--- src/inc/wdc_pkg.sv ---
// Purpose: Shared constants and types for the watchdog down-counter block.
// Assumes: AXI4-Lite slave with 32-bit data and one aligned word per register.
// Notes:   Control fields travel as one packed struct.
package wdc_pkg;

    localparam logic [3:0]  ADDR_RELOAD   = 4'h0;
    localparam logic [3:0]  ADDR_COUNT    = 4'h4;
    localparam logic [3:0]  ADDR_CONTROL  = 4'h8;

    localparam logic [31:0] RESET_RELOAD  = 32'h0000_0000;
    localparam logic [31:0] RESET_COUNT   = 32'h0000_FFFF;
    localparam logic [15:0] RESET_CONTROL = 16'h805C;

    localparam int          BIT_FREEZE    = 15;
    localparam int          BIT_PENDING   = 8;
    localparam int          BIT_IRQ_EN    = 7;
    localparam int          BIT_RESET_EN  = 6;
    localparam int          BIT_WRITE_EN  = 5;
    localparam int          BIT_COUNT_EN  = 4;
    localparam int          BIT_CLK_SEL   = 3;

    localparam logic [1:0]  RESP_OKAY     = 2'h0;
    localparam logic [1:0]  RESP_SLVERR   = 2'h2;

    localparam int          CLK_HZ        = 10_000_000;
    localparam int          OSC_HZ        = 1_000_000;
    localparam int          TIMEOUT_MS    = 2_000;

    typedef struct packed {
        logic       debug_freeze;
        logic       underflow_pending;
        logic       underflow_irq_enable;
        logic       underflow_reset_enable;
        logic       reload_write_enable;
        logic       counter_enable;
        logic       source_clock_select;
        logic [2:0] count_divider_code;
    } wdc_ctrl_s;

endpackage

--- src/design/wdc_watchdog.sv ---
// Purpose: Watchdog with a 32-bit down-counter, prescaler and AXI4-Lite registers.
// Assumes: ring_oscillator is a slow level sampled on clk; debug_halt is synchronous.
// Notes:   All outputs are registered; one write and one read at a time on the bus.
//
// Register access over AXI4-Lite was left to the implementer.

// What this block does
// - A 32-bit counter counts down once per prescaled count clock while enabled.
// - Software picks reset or periodic interrupt as the underflow action.
// - Reload, count and control registers sit at offsets 0x0, 0x4 and 0x8.
// - Reset values give an initial timeout of about two seconds.
// - The current count reads 0x0000FFFF after reset.
// - The control register reads 0x0000805C after reset.
// - A reload write loads the counter only while the write-enable bit is 1.
// - After a load counting continues from the new value; count reads live.
// - Reaching zero triggers the enabled interrupt or reset action.
// - Control bit 15 set halts the counter while the processor is in debug.
// - Control bit 8 is set on underflow and reads 0 when none is pending.
// - Interrupt only while bit 7 is 1; system reset only while bit 6 is 1.
// - Control bit 4 enables the counter; at 0 the counter holds.
// - Control bit 3 selects bus clock (0) or 1 MHz ring oscillator (1).
// - Bits 2..0 divide by 1, 4, 8, 16, 32, 64, 128 or 256.
// - An output signal tells surrounding logic that the counter underflowed.
// - In interrupt mode the counter reloads from the load value after underflow.
// - A new load value appears in the count within five count clocks.
// - Interrupt and bus count lag the counter by at most two bus clocks.
module wdc_watchdog
(
    input  wire logic        clk,
    input  wire logic        rstn,
    input  wire logic        ring_oscillator,
    input  wire logic        debug_halt,
    input  wire logic [3:0]  s_axi_awaddr,
    input  wire logic        s_axi_awvalid,
    output logic             s_axi_awready,
    input  wire logic [31:0] s_axi_wdata,
    input  wire logic [3:0]  s_axi_wstrb,
    input  wire logic        s_axi_wvalid,
    output logic             s_axi_wready,
    output logic [1:0]       s_axi_bresp,
    output logic             s_axi_bvalid,
    input  wire logic        s_axi_bready,
    input  wire logic [3:0]  s_axi_araddr,
    input  wire logic        s_axi_arvalid,
    output logic             s_axi_arready,
    output logic [31:0]      s_axi_rdata,
    output logic [1:0]       s_axi_rresp,
    output logic             s_axi_rvalid,
    input  wire logic        s_axi_rready,
    output logic             watchdog_irq,
    output logic             watchdog_reset,
    output logic             underflow_pulse
);

    wdc_pkg::wdc_ctrl_s ctrl;
    logic [31:0]        reload_value;
    logic [31:0]        down_counter_value;
    logic [7:0]         divider_count;
    logic               osc_meta;
    logic               osc_sync;
    logic               osc_prev;
    logic [3:0]         aw_addr;
    logic               aw_held;
    logic [31:0]        w_data;
    logic [3:0]         w_strb;
    logic               w_held;

    logic               write_fire;
    logic               write_hit;
    logic               source_tick;
    logic               running;
    logic [7:0]         divide_last;
    logic               count_tick;
    logic               load_now;
    logic               underflow_event;
    logic [15:0]        ctrl_bits;
    logic [31:0]        merged_wdata;

    assign ctrl_bits = {ctrl.debug_freeze, 6'h00, ctrl.underflow_pending,
                        ctrl.underflow_irq_enable, ctrl.underflow_reset_enable,
                        ctrl.reload_write_enable, ctrl.counter_enable,
                        ctrl.source_clock_select, ctrl.count_divider_code};

    // Both halves of a write are held until the response is out
    assign write_fire = aw_held && w_held && !s_axi_bvalid;
    assign write_hit  = aw_addr == wdc_pkg::ADDR_RELOAD || aw_addr == wdc_pkg::ADDR_CONTROL;

    always_comb
    begin
        merged_wdata = 32'h0000_0000;
        for (int i = 0; i < 4; i++)
        begin
            merged_wdata[i*8 +: 8] = w_strb[i] ? w_data[i*8 +: 8] : 8'h00;
        end
    end

    // Write address and data taken in either order
    always_ff @(posedge clk or negedge rstn)
    begin
        if (!rstn)
        begin
            aw_held       <= 1'b0;
            aw_addr       <= 4'h0;
            s_axi_awready <= 1'b0;
        end
        else
        begin
            s_axi_awready <= !aw_held && !s_axi_awready && s_axi_awvalid;
            if (s_axi_awvalid && s_axi_awready)
            begin
                aw_held <= 1'b1;
                aw_addr <= s_axi_awaddr;
            end
            else if (write_fire)
            begin
                aw_held <= 1'b0;
            end
        end
    end

    always_ff @(posedge clk or negedge rstn)
    begin
        if (!rstn)
        begin
            w_held       <= 1'b0;
            w_data       <= 32'h0000_0000;
            w_strb       <= 4'h0;
            s_axi_wready <= 1'b0;
        end
        else
        begin
            s_axi_wready <= !w_held && !s_axi_wready && s_axi_wvalid;
            if (s_axi_wvalid && s_axi_wready)
            begin
                w_held <= 1'b1;
                w_data <= s_axi_wdata;
                w_strb <= s_axi_wstrb;
            end
            else if (write_fire)
            begin
                w_held <= 1'b0;
            end
        end
    end

    always_ff @(posedge clk or negedge rstn)
    begin
        if (!rstn)
        begin
            s_axi_bvalid <= 1'b0;
            s_axi_bresp  <= wdc_pkg::RESP_OKAY;
        end
        else if (write_fire)
        begin
            s_axi_bvalid <= 1'b1;
            s_axi_bresp  <= write_hit ? wdc_pkg::RESP_OKAY : wdc_pkg::RESP_SLVERR;
        end
        else if (s_axi_bready)
        begin
            s_axi_bvalid <= 1'b0;
        end
    end

    // Read: arready for one cycle, data the cycle after
    always_ff @(posedge clk or negedge rstn)
    begin
        if (!rstn)
        begin
            s_axi_arready <= 1'b0;
            s_axi_rvalid  <= 1'b0;
            s_axi_rdata   <= 32'h0000_0000;
            s_axi_rresp   <= wdc_pkg::RESP_OKAY;
        end
        else
        begin
            s_axi_arready <= !s_axi_arready && !s_axi_rvalid && s_axi_arvalid;
            if (s_axi_arvalid && s_axi_arready)
            begin
                s_axi_rvalid <= 1'b1;
                s_axi_rresp  <= wdc_pkg::RESP_OKAY;
                unique case (s_axi_araddr)
                    wdc_pkg::ADDR_RELOAD:  s_axi_rdata <= 32'h0000_0000;
                    wdc_pkg::ADDR_COUNT:   s_axi_rdata <= down_counter_value;
                    wdc_pkg::ADDR_CONTROL: s_axi_rdata <= {16'h0000, ctrl_bits};
                    default:
                    begin
                        s_axi_rdata <= 32'h0000_0000;
                        s_axi_rresp <= wdc_pkg::RESP_SLVERR;
                    end
                endcase
            end
            else if (s_axi_rready)
            begin
                s_axi_rvalid <= 1'b0;
            end
        end
    end

    // Control register; the set of the pending flag wins over a clear
    always_ff @(posedge clk or negedge rstn)
    begin
        if (!rstn)
        begin
            ctrl <= wdc_pkg::wdc_ctrl_s'({wdc_pkg::RESET_CONTROL[15], wdc_pkg::RESET_CONTROL[8:0]});
        end
        else
        begin
            if (write_fire && aw_addr == wdc_pkg::ADDR_CONTROL)
            begin
                if (w_strb[1])
                begin
                    ctrl.debug_freeze <= w_data[wdc_pkg::BIT_FREEZE];
                    if (w_data[wdc_pkg::BIT_PENDING])
                    begin
                        ctrl.underflow_pending <= 1'b0;
                    end
                end
                if (w_strb[0])
                begin
                    ctrl.underflow_irq_enable   <= w_data[wdc_pkg::BIT_IRQ_EN];
                    ctrl.underflow_reset_enable <= w_data[wdc_pkg::BIT_RESET_EN];
                    ctrl.reload_write_enable    <= w_data[wdc_pkg::BIT_WRITE_EN];
                    ctrl.counter_enable         <= w_data[wdc_pkg::BIT_COUNT_EN];
                    ctrl.source_clock_select    <= w_data[wdc_pkg::BIT_CLK_SEL];
                    ctrl.count_divider_code     <= w_data[2:0];
                end
            end
            if (underflow_event)
            begin
                ctrl.underflow_pending <= 1'b1;
            end
        end
    end

    always_ff @(posedge clk or negedge rstn)
    begin
        if (!rstn)
        begin
            reload_value <= wdc_pkg::RESET_RELOAD;
        end
        else if (write_fire && aw_addr == wdc_pkg::ADDR_RELOAD)
        begin
            reload_value <= merged_wdata;
        end
    end

    // Oscillator is far slower than clk, so a two-flop sync plus edge detect is enough
    always_ff @(posedge clk or negedge rstn)
    begin
        if (!rstn)
        begin
            osc_meta <= 1'b0;
            osc_sync <= 1'b0;
            osc_prev <= 1'b0;
        end
        else
        begin
            osc_meta <= ring_oscillator;
            osc_sync <= osc_meta;
            osc_prev <= osc_sync;
        end
    end

    assign source_tick = ctrl.source_clock_select ? (osc_sync && !osc_prev) : 1'b1;
    assign running     = ctrl.counter_enable && !(ctrl.debug_freeze && debug_halt);
    assign divide_last = ctrl.count_divider_code == 3'h0 ? 8'h00
                       : 8'((9'h001 << ({1'b0, ctrl.count_divider_code} + 4'h1)) - 9'h001);
    assign count_tick  = running && source_tick && divider_count >= divide_last;
    assign load_now    = write_fire && aw_addr == wdc_pkg::ADDR_RELOAD && ctrl.reload_write_enable;
    assign underflow_event = count_tick && !load_now && down_counter_value == 32'h0000_0001;

    always_ff @(posedge clk or negedge rstn)
    begin
        if (!rstn)
        begin
            divider_count <= 8'h00;
        end
        else if (load_now || count_tick)
        begin
            divider_count <= 8'h00;
        end
        else if (running && source_tick)
        begin
            divider_count <= divider_count + 8'h01;
        end
    end

    // Counter stops at zero unless interrupt mode reloads it
    always_ff @(posedge clk or negedge rstn)
    begin
        if (!rstn)
        begin
            down_counter_value <= wdc_pkg::RESET_COUNT;
        end
        else if (load_now)
        begin
            down_counter_value <= merged_wdata;
        end
        else if (count_tick)
        begin
            if (down_counter_value != 32'h0000_0000)
            begin
                down_counter_value <= down_counter_value - 32'h0000_0001;
            end
            else if (ctrl.underflow_irq_enable)
            begin
                down_counter_value <= reload_value;
            end
        end
    end

    always_ff @(posedge clk or negedge rstn)
    begin
        if (!rstn)
        begin
            watchdog_irq    <= 1'b0;
            watchdog_reset  <= 1'b0;
            underflow_pulse <= 1'b0;
        end
        else
        begin
            watchdog_irq    <= ctrl.underflow_irq_enable && (ctrl.underflow_pending || underflow_event);
            watchdog_reset  <= ctrl.underflow_reset_enable && underflow_event;
            underflow_pulse <= underflow_event;
        end
    end

endmodule

--- config.mk ---
export PLATFORM = sky130hd
export DESIGN_NAME = wdc_watchdog
export DESIGN_NICKNAME = d
export VERILOG_FILES = /design/src/inc/wdc_pkg.sv /design/src/design/wdc_watchdog.sv
export SDC_FILE = /design/constraint.sdc
export NUM_CORES = 1
export LEC_CHECK = 0
export ABC_AREA = 1
export BUFFER_PORTS_ARGS = -buffer_cell sky130_fd_sc_hd__buf_2
export CORE_UTILIZATION = 35
export CTS_BUF_LIST = sky130_fd_sc_hd__clkbuf_8
export CTS_CLUSTER_DIAMETER = 50
export CTS_CLUSTER_SIZE = 30
export DETAILED_ROUTE_END_ITERATION = 10
export SLEW_MARGIN = 40
export SYNTH_ARGS = -nofsm -noshare
export SYNTH_HDL_FRONTEND = slang
export SYNTH_SLANG_ARGS = --single-unit
--- constraint.sdc ---
create_clock -name clk -period 3.7 [get_ports clk]
set_input_delay 0.185 -clock clk [delete_from_list [all_inputs] [get_ports clk]]
set_output_delay 0.185 -clock clk [all_outputs]
set_load 0.03 [all_outputs]
**Word-level counts from Yosys, hierarchy flattened**

Index checks and enable logic that the tools add are counted.
Widths: inputs -> output; s select.

- Input bits: 53
- Output and inout bits: 44
- Flip-flop bits (word level): 171

- Order comparisons: 1
- Add/subtract/negate cells: 4
- Reduce and logical (&&, ||, !) cells: 55
- Muxes and demuxes: 27
- Equal/unequal tests: 4
- Shift-type cells: 1

Operator list:

| cell | number |
|---|---|
| $mux 32 | 4 |
| $mux 8 | 8 |
| $pmux 32 s2 | 1 |
| $eq 32x1->1 const B | 1 |
| $reduce_bool 32->1 | 1 |
| $sub 32x1->32 const B | 1 |
| $logic_and 1x1->1 | 23 |
| $reduce_bool 2->1 | 9 |
| $mux 1 | 11 |
| $logic_not 1->1 | 10 |
| $mux 9 | 1 |
| $add 8x1->8 const B | 1 |
| $eq 4x4->1 const B | 2 |
| $ge 8x8->1 | 1 |
| $logic_not 4->1 | 2 |
| $shl 1x4->8 const A | 1 |
| $sub 8x1->8 const B | 1 |
| $reduce_and 2->1 | 3 |
| $add 3x1->4 const B | 1 |
| $eq 4x3->1 const B | 1 |
| $mux 2 | 2 |
| $logic_not 3->1 | 1 |
| $logic_or 1x1->1 | 3 |
| $reduce_and 3->1 | 1 |
| other kinds (2) | 2 |

**Longest topological paths before layout**

Gate-level depths: netlist of run 1.

- Depth after elaboration: 10
- Depth in mapped cells: 16
- Depth with buffers taken out: 15

**Worst setup path before layout of run 1**

OpenSTA, ideal clock, no wires.

- Kind: register to register
- Start: reg ctrl[2] (netlist name)
- End: reg down_counter_value[17]
- Path buffers: 2
- Cell stages (with the launch flop): 14
- Setup slack: 1.542 ns
- Data arrival time: 2.041 ns
- Clock period less this slack: 2.158 ns
- Setup time: 0.117 ns
- Cells stage by stage: dfstp_2 clkbuf_1 nand2_1 ha_1 nand2_1 nor2_1 nand4_1 nand3_1 nand2_1 a21oi_4 inv_4 buf_4 nand2_1 nand2_1

- Longest elaborated chain between the ends: 8

Ends and longest elaborated chain:

| item | RTL line | source |
|---|---|---|
| start, declared | wdc_watchdog.sv:55 | `wdc_pkg::wdc_ctrl_s ctrl;` |
| start signal, assigned | wdc_watchdog.sv:204 | `ctrl <= wdc_pkg::wdc_ctrl_s'({wdc_pkg::RESET_CONTROL[15], wdc_pkg::RESET_CONTROL[8:0]});` |
| $add 3x1->4 | wdc_watchdog.sv:267 | `: 8'((9'h001 << ({1'b0, ctrl.count_divider_code} + 4'h1)) - 9'h001);` |
| $shl 1x4->8 | wdc_watchdog.sv:267 |  |
| $sub 8x1->8 | wdc_watchdog.sv:267 |  |
| $mux 8 (*) | wdc_watchdog.sv:266 | `assign divide_last = ctrl.count_divider_code == 3'h0 ? 8'h00` |
| $ge 8x8->1 (*) | wdc_watchdog.sv:268 | `assign count_tick = running && source_tick && divider_count >= divide_last;` |
| $logic_and 1x1->1 (*) | wdc_watchdog.sv:268 |  |
| $reduce_bool 2->1 (no source line) (*) | n/a |  |
| $reduce_and 2->1 (no source line) (*) | n/a |  |
| end signal, assigned | wdc_watchdog.sv:293 | `down_counter_value <= wdc_pkg::RESET_COUNT;` |
| end signal, assigned | wdc_watchdog.sv:297 | `down_counter_value <= merged_wdata;` |
| end signal, assigned | wdc_watchdog.sv:303 | `down_counter_value <= down_counter_value - 32'h0000_0001;` |
| end, declared | wdc_watchdog.sv:57 | `logic [31:0] down_counter_value;` |

Mark *: on every way between the ends. The rest lies on a longest branch, timed or not.
A chain may end at the register's enable or synchronous reset.

**Worst setup path in the final report of run 1**

- Start: reg down_counter_value[0]
- End: reg down_counter_value[5]

- Longest elaborated chain between the ends: 4

Ends and longest elaborated chain:

| item | RTL line | source |
|---|---|---|
| $sub 32x1->32 / $reduce_bool 32->1 (equally long branches) | wdc_watchdog.sv:303, wdc_watchdog.sv:301 |  |
| $mux 32 | wdc_watchdog.sv:301 | `if (down_counter_value != 32'h0000_0000)` |
| $mux 32 | wdc_watchdog.sv:299 | `else if (count_tick)` |
| $mux 32 | wdc_watchdog.sv:295 | `else if (load_now)` |

Several ways; a longest one is shown, not always the timed one. The select of a mux whose other input is x is not followed.

==> results of run 1 <==
path summary, 6_finish.rpt:
path / startpoint / to / slack [ps] / cells past startpoint
max: down_counter_value[0] / down_counter_value[5] / 1020 / 12
max in group asynchronous: rstn / s_axi_rdata[0] / 2530 / 3
min: s_axi_araddr[3] / s_axi_rdata[5] / 70 / 3
min reg2reg: osc_meta / osc_sync / 350 / 0
max reg2reg: down_counter_value[0] / down_counter_value[5] / 1020 / 12
min in group asynchronous: rstn / w_data[2] / 300 / 2
synth_stat cells:
library cell / instances / area, sq um
a21oi_1: 23 / 115
a21oi_4: 1 / 16.3
a31oi_1: 6 / 37.5
buf_1: 7 / 26.3
buf_2: 14 / 70.1
buf_4: 5 / 37.5
clkbuf_1: 22 / 82.6
clkinv_1: 1 / 3.75
conb_1: 1 / 3.75
dfrtp_1: 148 / 3700
dfstp_2: 21 / 552
ha_1: 12 / 150
inv_1: 87 / 327
inv_2: 4 / 15.0
inv_4: 1 / 6.26
mux2_2: 47 / 529
nand2_1: 335 / 1260
nand2_2: 1 / 6.26
nand3_1: 117 / 586
nand3_4: 1 / 17.5
nand4_1: 19 / 119
nor2_1: 104 / 390
nor2_2: 3 / 18.8
nor2_4: 4 / 45.0
nor2_8: 1 / 20.0
nor3_1: 5 / 25.0
nor3b_1: 3 / 22.5
o21a_1: 2 / 15.0
o21ai_0: 37 / 185
o22ai_1: 3 / 18.8
o31ai_1: 22 / 165
xnor2_1: 2 / 17.5
xor2_1: 16 / 140
where the power goes:
part           switching [W]  internal, W  total, W
clock network       0.000673     0.000531   0.00120
registers           0.000627      0.00253   0.00316
logic                0.00209      0.00113   0.00322
total                0.00339      0.00419   0.00758
logic make-up (layout without fill, tap and decap cells):
family,count (synthesis),after routing
fa+ha+maj,12,12
other cells,1,2
mux,47,47
compound gates,94,94
buf+inv,141,279
flops,169,169
xor+xnor,18,18
simple gates,593,593
registers in the layout, indices dropped and copies added, names as in the netlist, 4 cells and up:
register / cells
w_data: 32
down_counter_value: 32
aw_addr: 4
w_strb: 4
divider_count: 8
reload_value: 32
ctrl: 10
s_axi_rdata: 32
stage by stage:
| step | power [W] | hold slack [ps] |
|---|---|---|
| 2_1_floorplan | 0.00541 | -111 |
| 6_report | 0.00758 | 73.5 |
| 3_5_place_dp | 0.00635 | 255 |
| 5_1_grt | 0.00825 | 75.4 |
| 4_1_cts | 0.00761 | 56.9 |
| 3_3_place_gp | 0.00627 | 250 |
what timing repair did:
item | 4_1_cts | 5_1_grt
hold buffers | 47 | 0
endpoints found under the hold margin | 95 | 0
resized for setup | 0 | 0
layout make-up:
type / count / area, sq um / area share (%)
Sequential cell: 169 / 4260 / 41.2
Tap cell: 324 / 405 / 3.93
Timing Repair Buffer: 154 / 1040 / 10.1
Clock inverter: 14 / 100 / 0.970
Multi-Input combinational cell: 766 / 3910 / 37.9
Clock buffer: 18 / 248 / 2.40
Inverter: 93 / 352 / 3.41
critical path, cell delays in order, from the launching register on:
cell and delay [ps]:
dfstp_2 590, inv_1 90, ha_1 290, inv_1 120, nor2_4 100, nand3_4 120, nor2_8 70, inv_2 220
nor2_4 60, a21oi_4 420, buf_4 300, nand3_1 150, nand2_1 90
metal layers:
| metal | vias up | global-route usage (%) | share of wire (%) |
|---|---|---|---|
| met5 | - | 0 | 0 |
| met4 | 0 | 4.68 | 1.0 |
| met3 | 17 | 3.01 | 4.3 |
| met2 | 226 | 27.3 | 42 |
| met1 | 3440 | 28.2 | 53 |
| li1 | 3734 | - | - |
==> run metrics, run 1 <==
synthesized cell area ~0.0087 sq mm; Pwr per Cell Area approximately 730 mW/mm^2; WP data required 4100 ps; leak pwr 5.12 nW; final WL about 23 mm; simple logic cell fraction of the synthesized area roughly 29%; multiplexer share of the synthesized area 6.07%; slew margin rel. ~54%; Avg WL per Cell 14.8 um; # nets final between 1000 and 1500; DR vias/cell ~4.8; largest net degree at the start of global routing 71; Setup Skew 18.0 ps; Worst-path clk slew around 90 ps; CTS Buffer Depth 2; share of cells above drive strength 1 around 18%; initial antenna violation count 0; Die X 160 um; highest-count cells in the layout ignoring fill and taps nand2_1, dfrtp_1, nand3_1; DIE AREA 0.0256 sq mm; first-pass GRT wire length 37.6 mm; HP Class input port to register; Placeable Area 0.0244 sq mm; RSZ-0062 raised after global routing false; Synth warnings 0; row cnt 57; Slew Limit Fails 0; Avg Cell Area, Syn around 8.1 sq um; # port buffers 94; Initial Util 35.8%; # IOs 97; placed instance count 1459; Max rail drop VDD between 0.3 and 0.4 mV; number of CTS-inserted buffers 17; vias in the first global route 6992; Area Growth Syn to Fin 18.3%; finished layout cell area 0.0103 sq mm; H-Tree Depth 4; root buf cell clkbuf_8; fin crit share 72.5%; DRC violations left 0; Final Non-Filler Cells 1538; post-synthesis register bit count about 170; final hold vios 0; Post-DRT Antenna Nets 0; Placed Instance Area 0.00950 sq mm; critical path fanouts, max 20; 1st-iter DRT viols 611; Yosys cell types 33; routed vias 7417; largest family of logic cells by synthesized area simple AND/OR/NAND/NOR gates; status complete, no violations; pre-CTS WS 1050 ps; synthesized instance count 1075; Worst EP arrival ~3100 ps; fin util 42.3%; Sink Count 169; Final WS setup 1020 ps; Fillers between 2000 and 3000; Least-Margin Pin Slew between 600 and 700 ps; hpwl dp between 15 and 20 mm; postcts setup bufs 0; CTS tree built; Max Cap Viol 0; CP Class register to register; First-pass DRT Iterations 7; die height 160 um; Worst-Skew Late Latency 470 ps; commonest non-fill, non-tap cell in the layout nand2_1; CP Capture Type register; post-layout minimum cycle time 2680 ps; Max Fclk 373 MHz; startpoint types register; endpoints failing setup 0; Adder-Cell Fraction of Synth Area 1.72%; n_diodes 0; Final Wtd Congestion 0.889; setup_tns 0 ps; Total GRT Usage about 19%; Post-Synth XOR/XNOR Area 1.81%; sequential share of the synthesized area 48.8%; Overflow after GRT 0; compound-gate portion of the synthesized area between 6 and 7%
Note: power is estimated with default switching activity, not from simulation.
==> run 2: changes to the inputs <==
==> constraint.sdc (replaced) <==
create_clock -name clk -period 2.8 [get_ports clk]
set_input_delay 0.14 -clock clk [delete_from_list [all_inputs] [get_ports clk]]
set_output_delay 0.14 -clock clk [all_outputs]
set_load 0.03 [all_outputs]
==> run 2 against run 1 <==
  * Die area unchanged
  * Routed wire length grew 0.70%
  * Register-to-register slack lost 740 ps
  * Hold slack worse by 44 ps
  * Largest cell class unchanged
  * Highest routed layer unchanged
  * Via count shrank 0.16%
  * Combinational power is 33% higher
  * Flip-flop and latch count unchanged
==> run metrics, run 2 (synthesized netlist as in run 1, its figures left out) <==
Final WS setup 278 ps (was 1020 ps); area of the multi-input gates 0.00393 sq mm (was 0.00391 sq mm); CTS Buffer Depth 2 (unchanged); CP Class register to register (unchanged); startpoint types register (unchanged); Max Cap Viol 0 (unchanged); leak pwr 5.20 nW (was 5.12 nW); Total GRT Usage 18.6% (about the same); Worst-path clk slew 90 ps (about the same); RSZ-0062 raised after global routing false (unchanged); endpoints failing setup 0 (unchanged); Area Growth Syn to Fin 20.0% (was 18.3%); largest net degree at the start of global routing 69 (was 71); WP data required 3210 ps (was 4100 ps); Final Wtd Congestion 0.870 (was 0.889); Fillers 2482 (was 2504); final WL 22.9 mm (was 22.7 mm); First-pass DRT Iterations 5 (was 7); Max Fclk 397 MHz (was 373 MHz); Least-Margin Pin Slew 654 ps (was 683 ps); DIE AREA 0.0256 sq mm (unchanged); Placeable Area 0.0244 sq mm (unchanged); routed vias 7405 (was 7417); Max rail drop VDD 0.416 mV (was 0.306 mV); number of buffers and inverters on the critical path 4 (unchanged); Final Non-Filler Cells 1542 (was 1538); CP cell instances inv_1 -> ha_1 -> inv_1 -> nor2_4 -> nand3_4 -> nor2_8 -> inv_2 -> nor2_4 -> a21oi_4 -> inv_4 -> nand2_1 -> nand2_1 (was inv_1 -> ha_1 -> inv_1 -> nor2_4 -> nand3_4 -> nor2_8 -> inv_2 -> nor2_4 -> a21oi_4 -> buf_4 -> nand3_1 -> nand2_1); Overflow after GRT 0 (unchanged); pre-CTS WS 1.44 ps (was 1050 ps); post-layout minimum cycle time 2520 ps (was 2680 ps); 1st-iter DRT viols 572 (was 611); sequential cell area 0.00426 sq mm (unchanged); highest-count cells in the layout ignoring fill and taps nand2_1, dfrtp_1, nand3_1 (unchanged); initial antenna violation count 0 (unchanged); row cnt 57 (unchanged); Slew Limit Fails 0 (unchanged); number of CTS-inserted buffers 17 (unchanged); DR vias/cell 4.80 (was 4.82); slowest stage delay, CP 410 ps (was 590 ps); Avg WL per Cell 14.8 um (about the same); Fin Hold WS 29.8 ps (was 73.5 ps); Initial Util 35.8% (unchanged); crit-path leading delay family simple AND/OR/NAND/NOR gates (was buffers and inverters); Pwr per Cell Area 996 mW/mm^2 (was 735 mW/mm^2); die height 160 um (unchanged); Sink Count 169 (unchanged); slew margin rel. 56.4% (was 54.4%); hpwl dp 16.6 mm (about the same); CP Capture Type register (unchanged); placed instance count 1460 (was 1459); final hold vios 0 (unchanged); setup_tns 0 ps (unchanged); # nets final 1271 (was 1266); Post-DRT Antenna Nets 0 (unchanged); share of cells above drive strength 1 18.4% (was 18.0%); root buf cell clkbuf_8 (unchanged); slowest CP cell dfstp_2 (unchanged); HP Class input port to register (unchanged); Worst EP arrival 2930 ps (was 3090 ps); fin crit share 90.1% (was 72.5%); DRC violations left 0 (unchanged); Worst-Skew Late Latency 470 ps (about the same); critical path fanouts, max 32 (was 20); vias in the first global route 6980 (was 6992); commonest non-fill, non-tap cell in the layout nand2_1 (unchanged); H-Tree Depth 4 (unchanged); Setup Skew 12.5 ps (was 18.0 ps); # IOs 97 (unchanged); n_diodes 0 (unchanged); # port buffers 94 (unchanged); status complete, no violations (unchanged); Die X 160 um (unchanged); first-pass GRT wire length 37.4 mm (was 37.6 mm); CTS tree built (unchanged)
run 2: routing by layer:
| metal | wire, um | global-route usage [%] | vias to the layer above |
|---|---|---|---|
| met5 | 0 | 0 | - |
| met4 | 351 | 5.97 | 0 |
| met3 | 1020 | 2.94 | 21 |
| met2 | 9500 | 26.3 | 183 |
| met1 | 12000 | 28.6 | 3459 |
| li1 | - | - | 3742 |
run 2: area by class of cell:
type                       instances  share of cell area (%)
sequential                       169                    40.6
multi-input combinational        767                    37.5
timing repair buffer             158                    10.4
tap                              324                    3.87
inverter                          93                    3.36
clock buffer                      19                    2.50
clock inverter                    12                    1.74
run 2: power breakdown:
part | internal [W] | leakage, nW | switching, W
combinational | 0.00153 | 2.84 | 0.00273
clock | 0.00109 | 0.237 | 0.000863
sequential | 0.00334 | 2.12 | 0.000874
total | 0.00596 | 5.20 | 0.00447
run 2: per-stage QoR:
| step | util, % | power (W) | area, sq um |
|---|---|---|---|
| after floorplan | - | 0.00714 | 8730 |
| after global placement | 39.0 | 0.00824 | 9520 |
| after detailed placement | 39.0 | 0.00836 | 9520 |
| after CTS | 42.8 | 0.0104 | 10400 |
| after global routing | 42.9 | 0.0113 | 10500 |
| final | 42.9 | 0.0104 | 10500 |
run 2: worst paths after layout:
check                                      start                endpoint  slack, ps  cells past startpoint
hold reg to reg                         osc_meta                osc_sync        350                      0
setup reg to reg           down_counter_value[0]  down_counter_value[26]        280                     12
max in group asynchronous                   rstn  down_counter_value[10]       1630                      3
hold / removal                   s_axi_araddr[3]          s_axi_rdata[3]         30                      3
setup / recovery           down_counter_value[0]  down_counter_value[26]        280                     12
min in group asynchronous                   rstn               w_data[6]        250                      2
run 2: timing repair:
item	in CTS	in global routing
setup buffers	0	3
endpoints found under the hold margin	108	0
gates cloned	1	0
hold buffers	47	0
pin swaps	1	1
gates resized for setup	0	1
endpoints found under the setup margin	2	32
run 2: tightest hold or removal path, delay by kind of cell:
| family | cells | cell delay, ps |
|---|---|---|
| compound gates | 1 | 70 |
| simple gates | 1 | 100 |
| buf+inv | 1 | 140 |
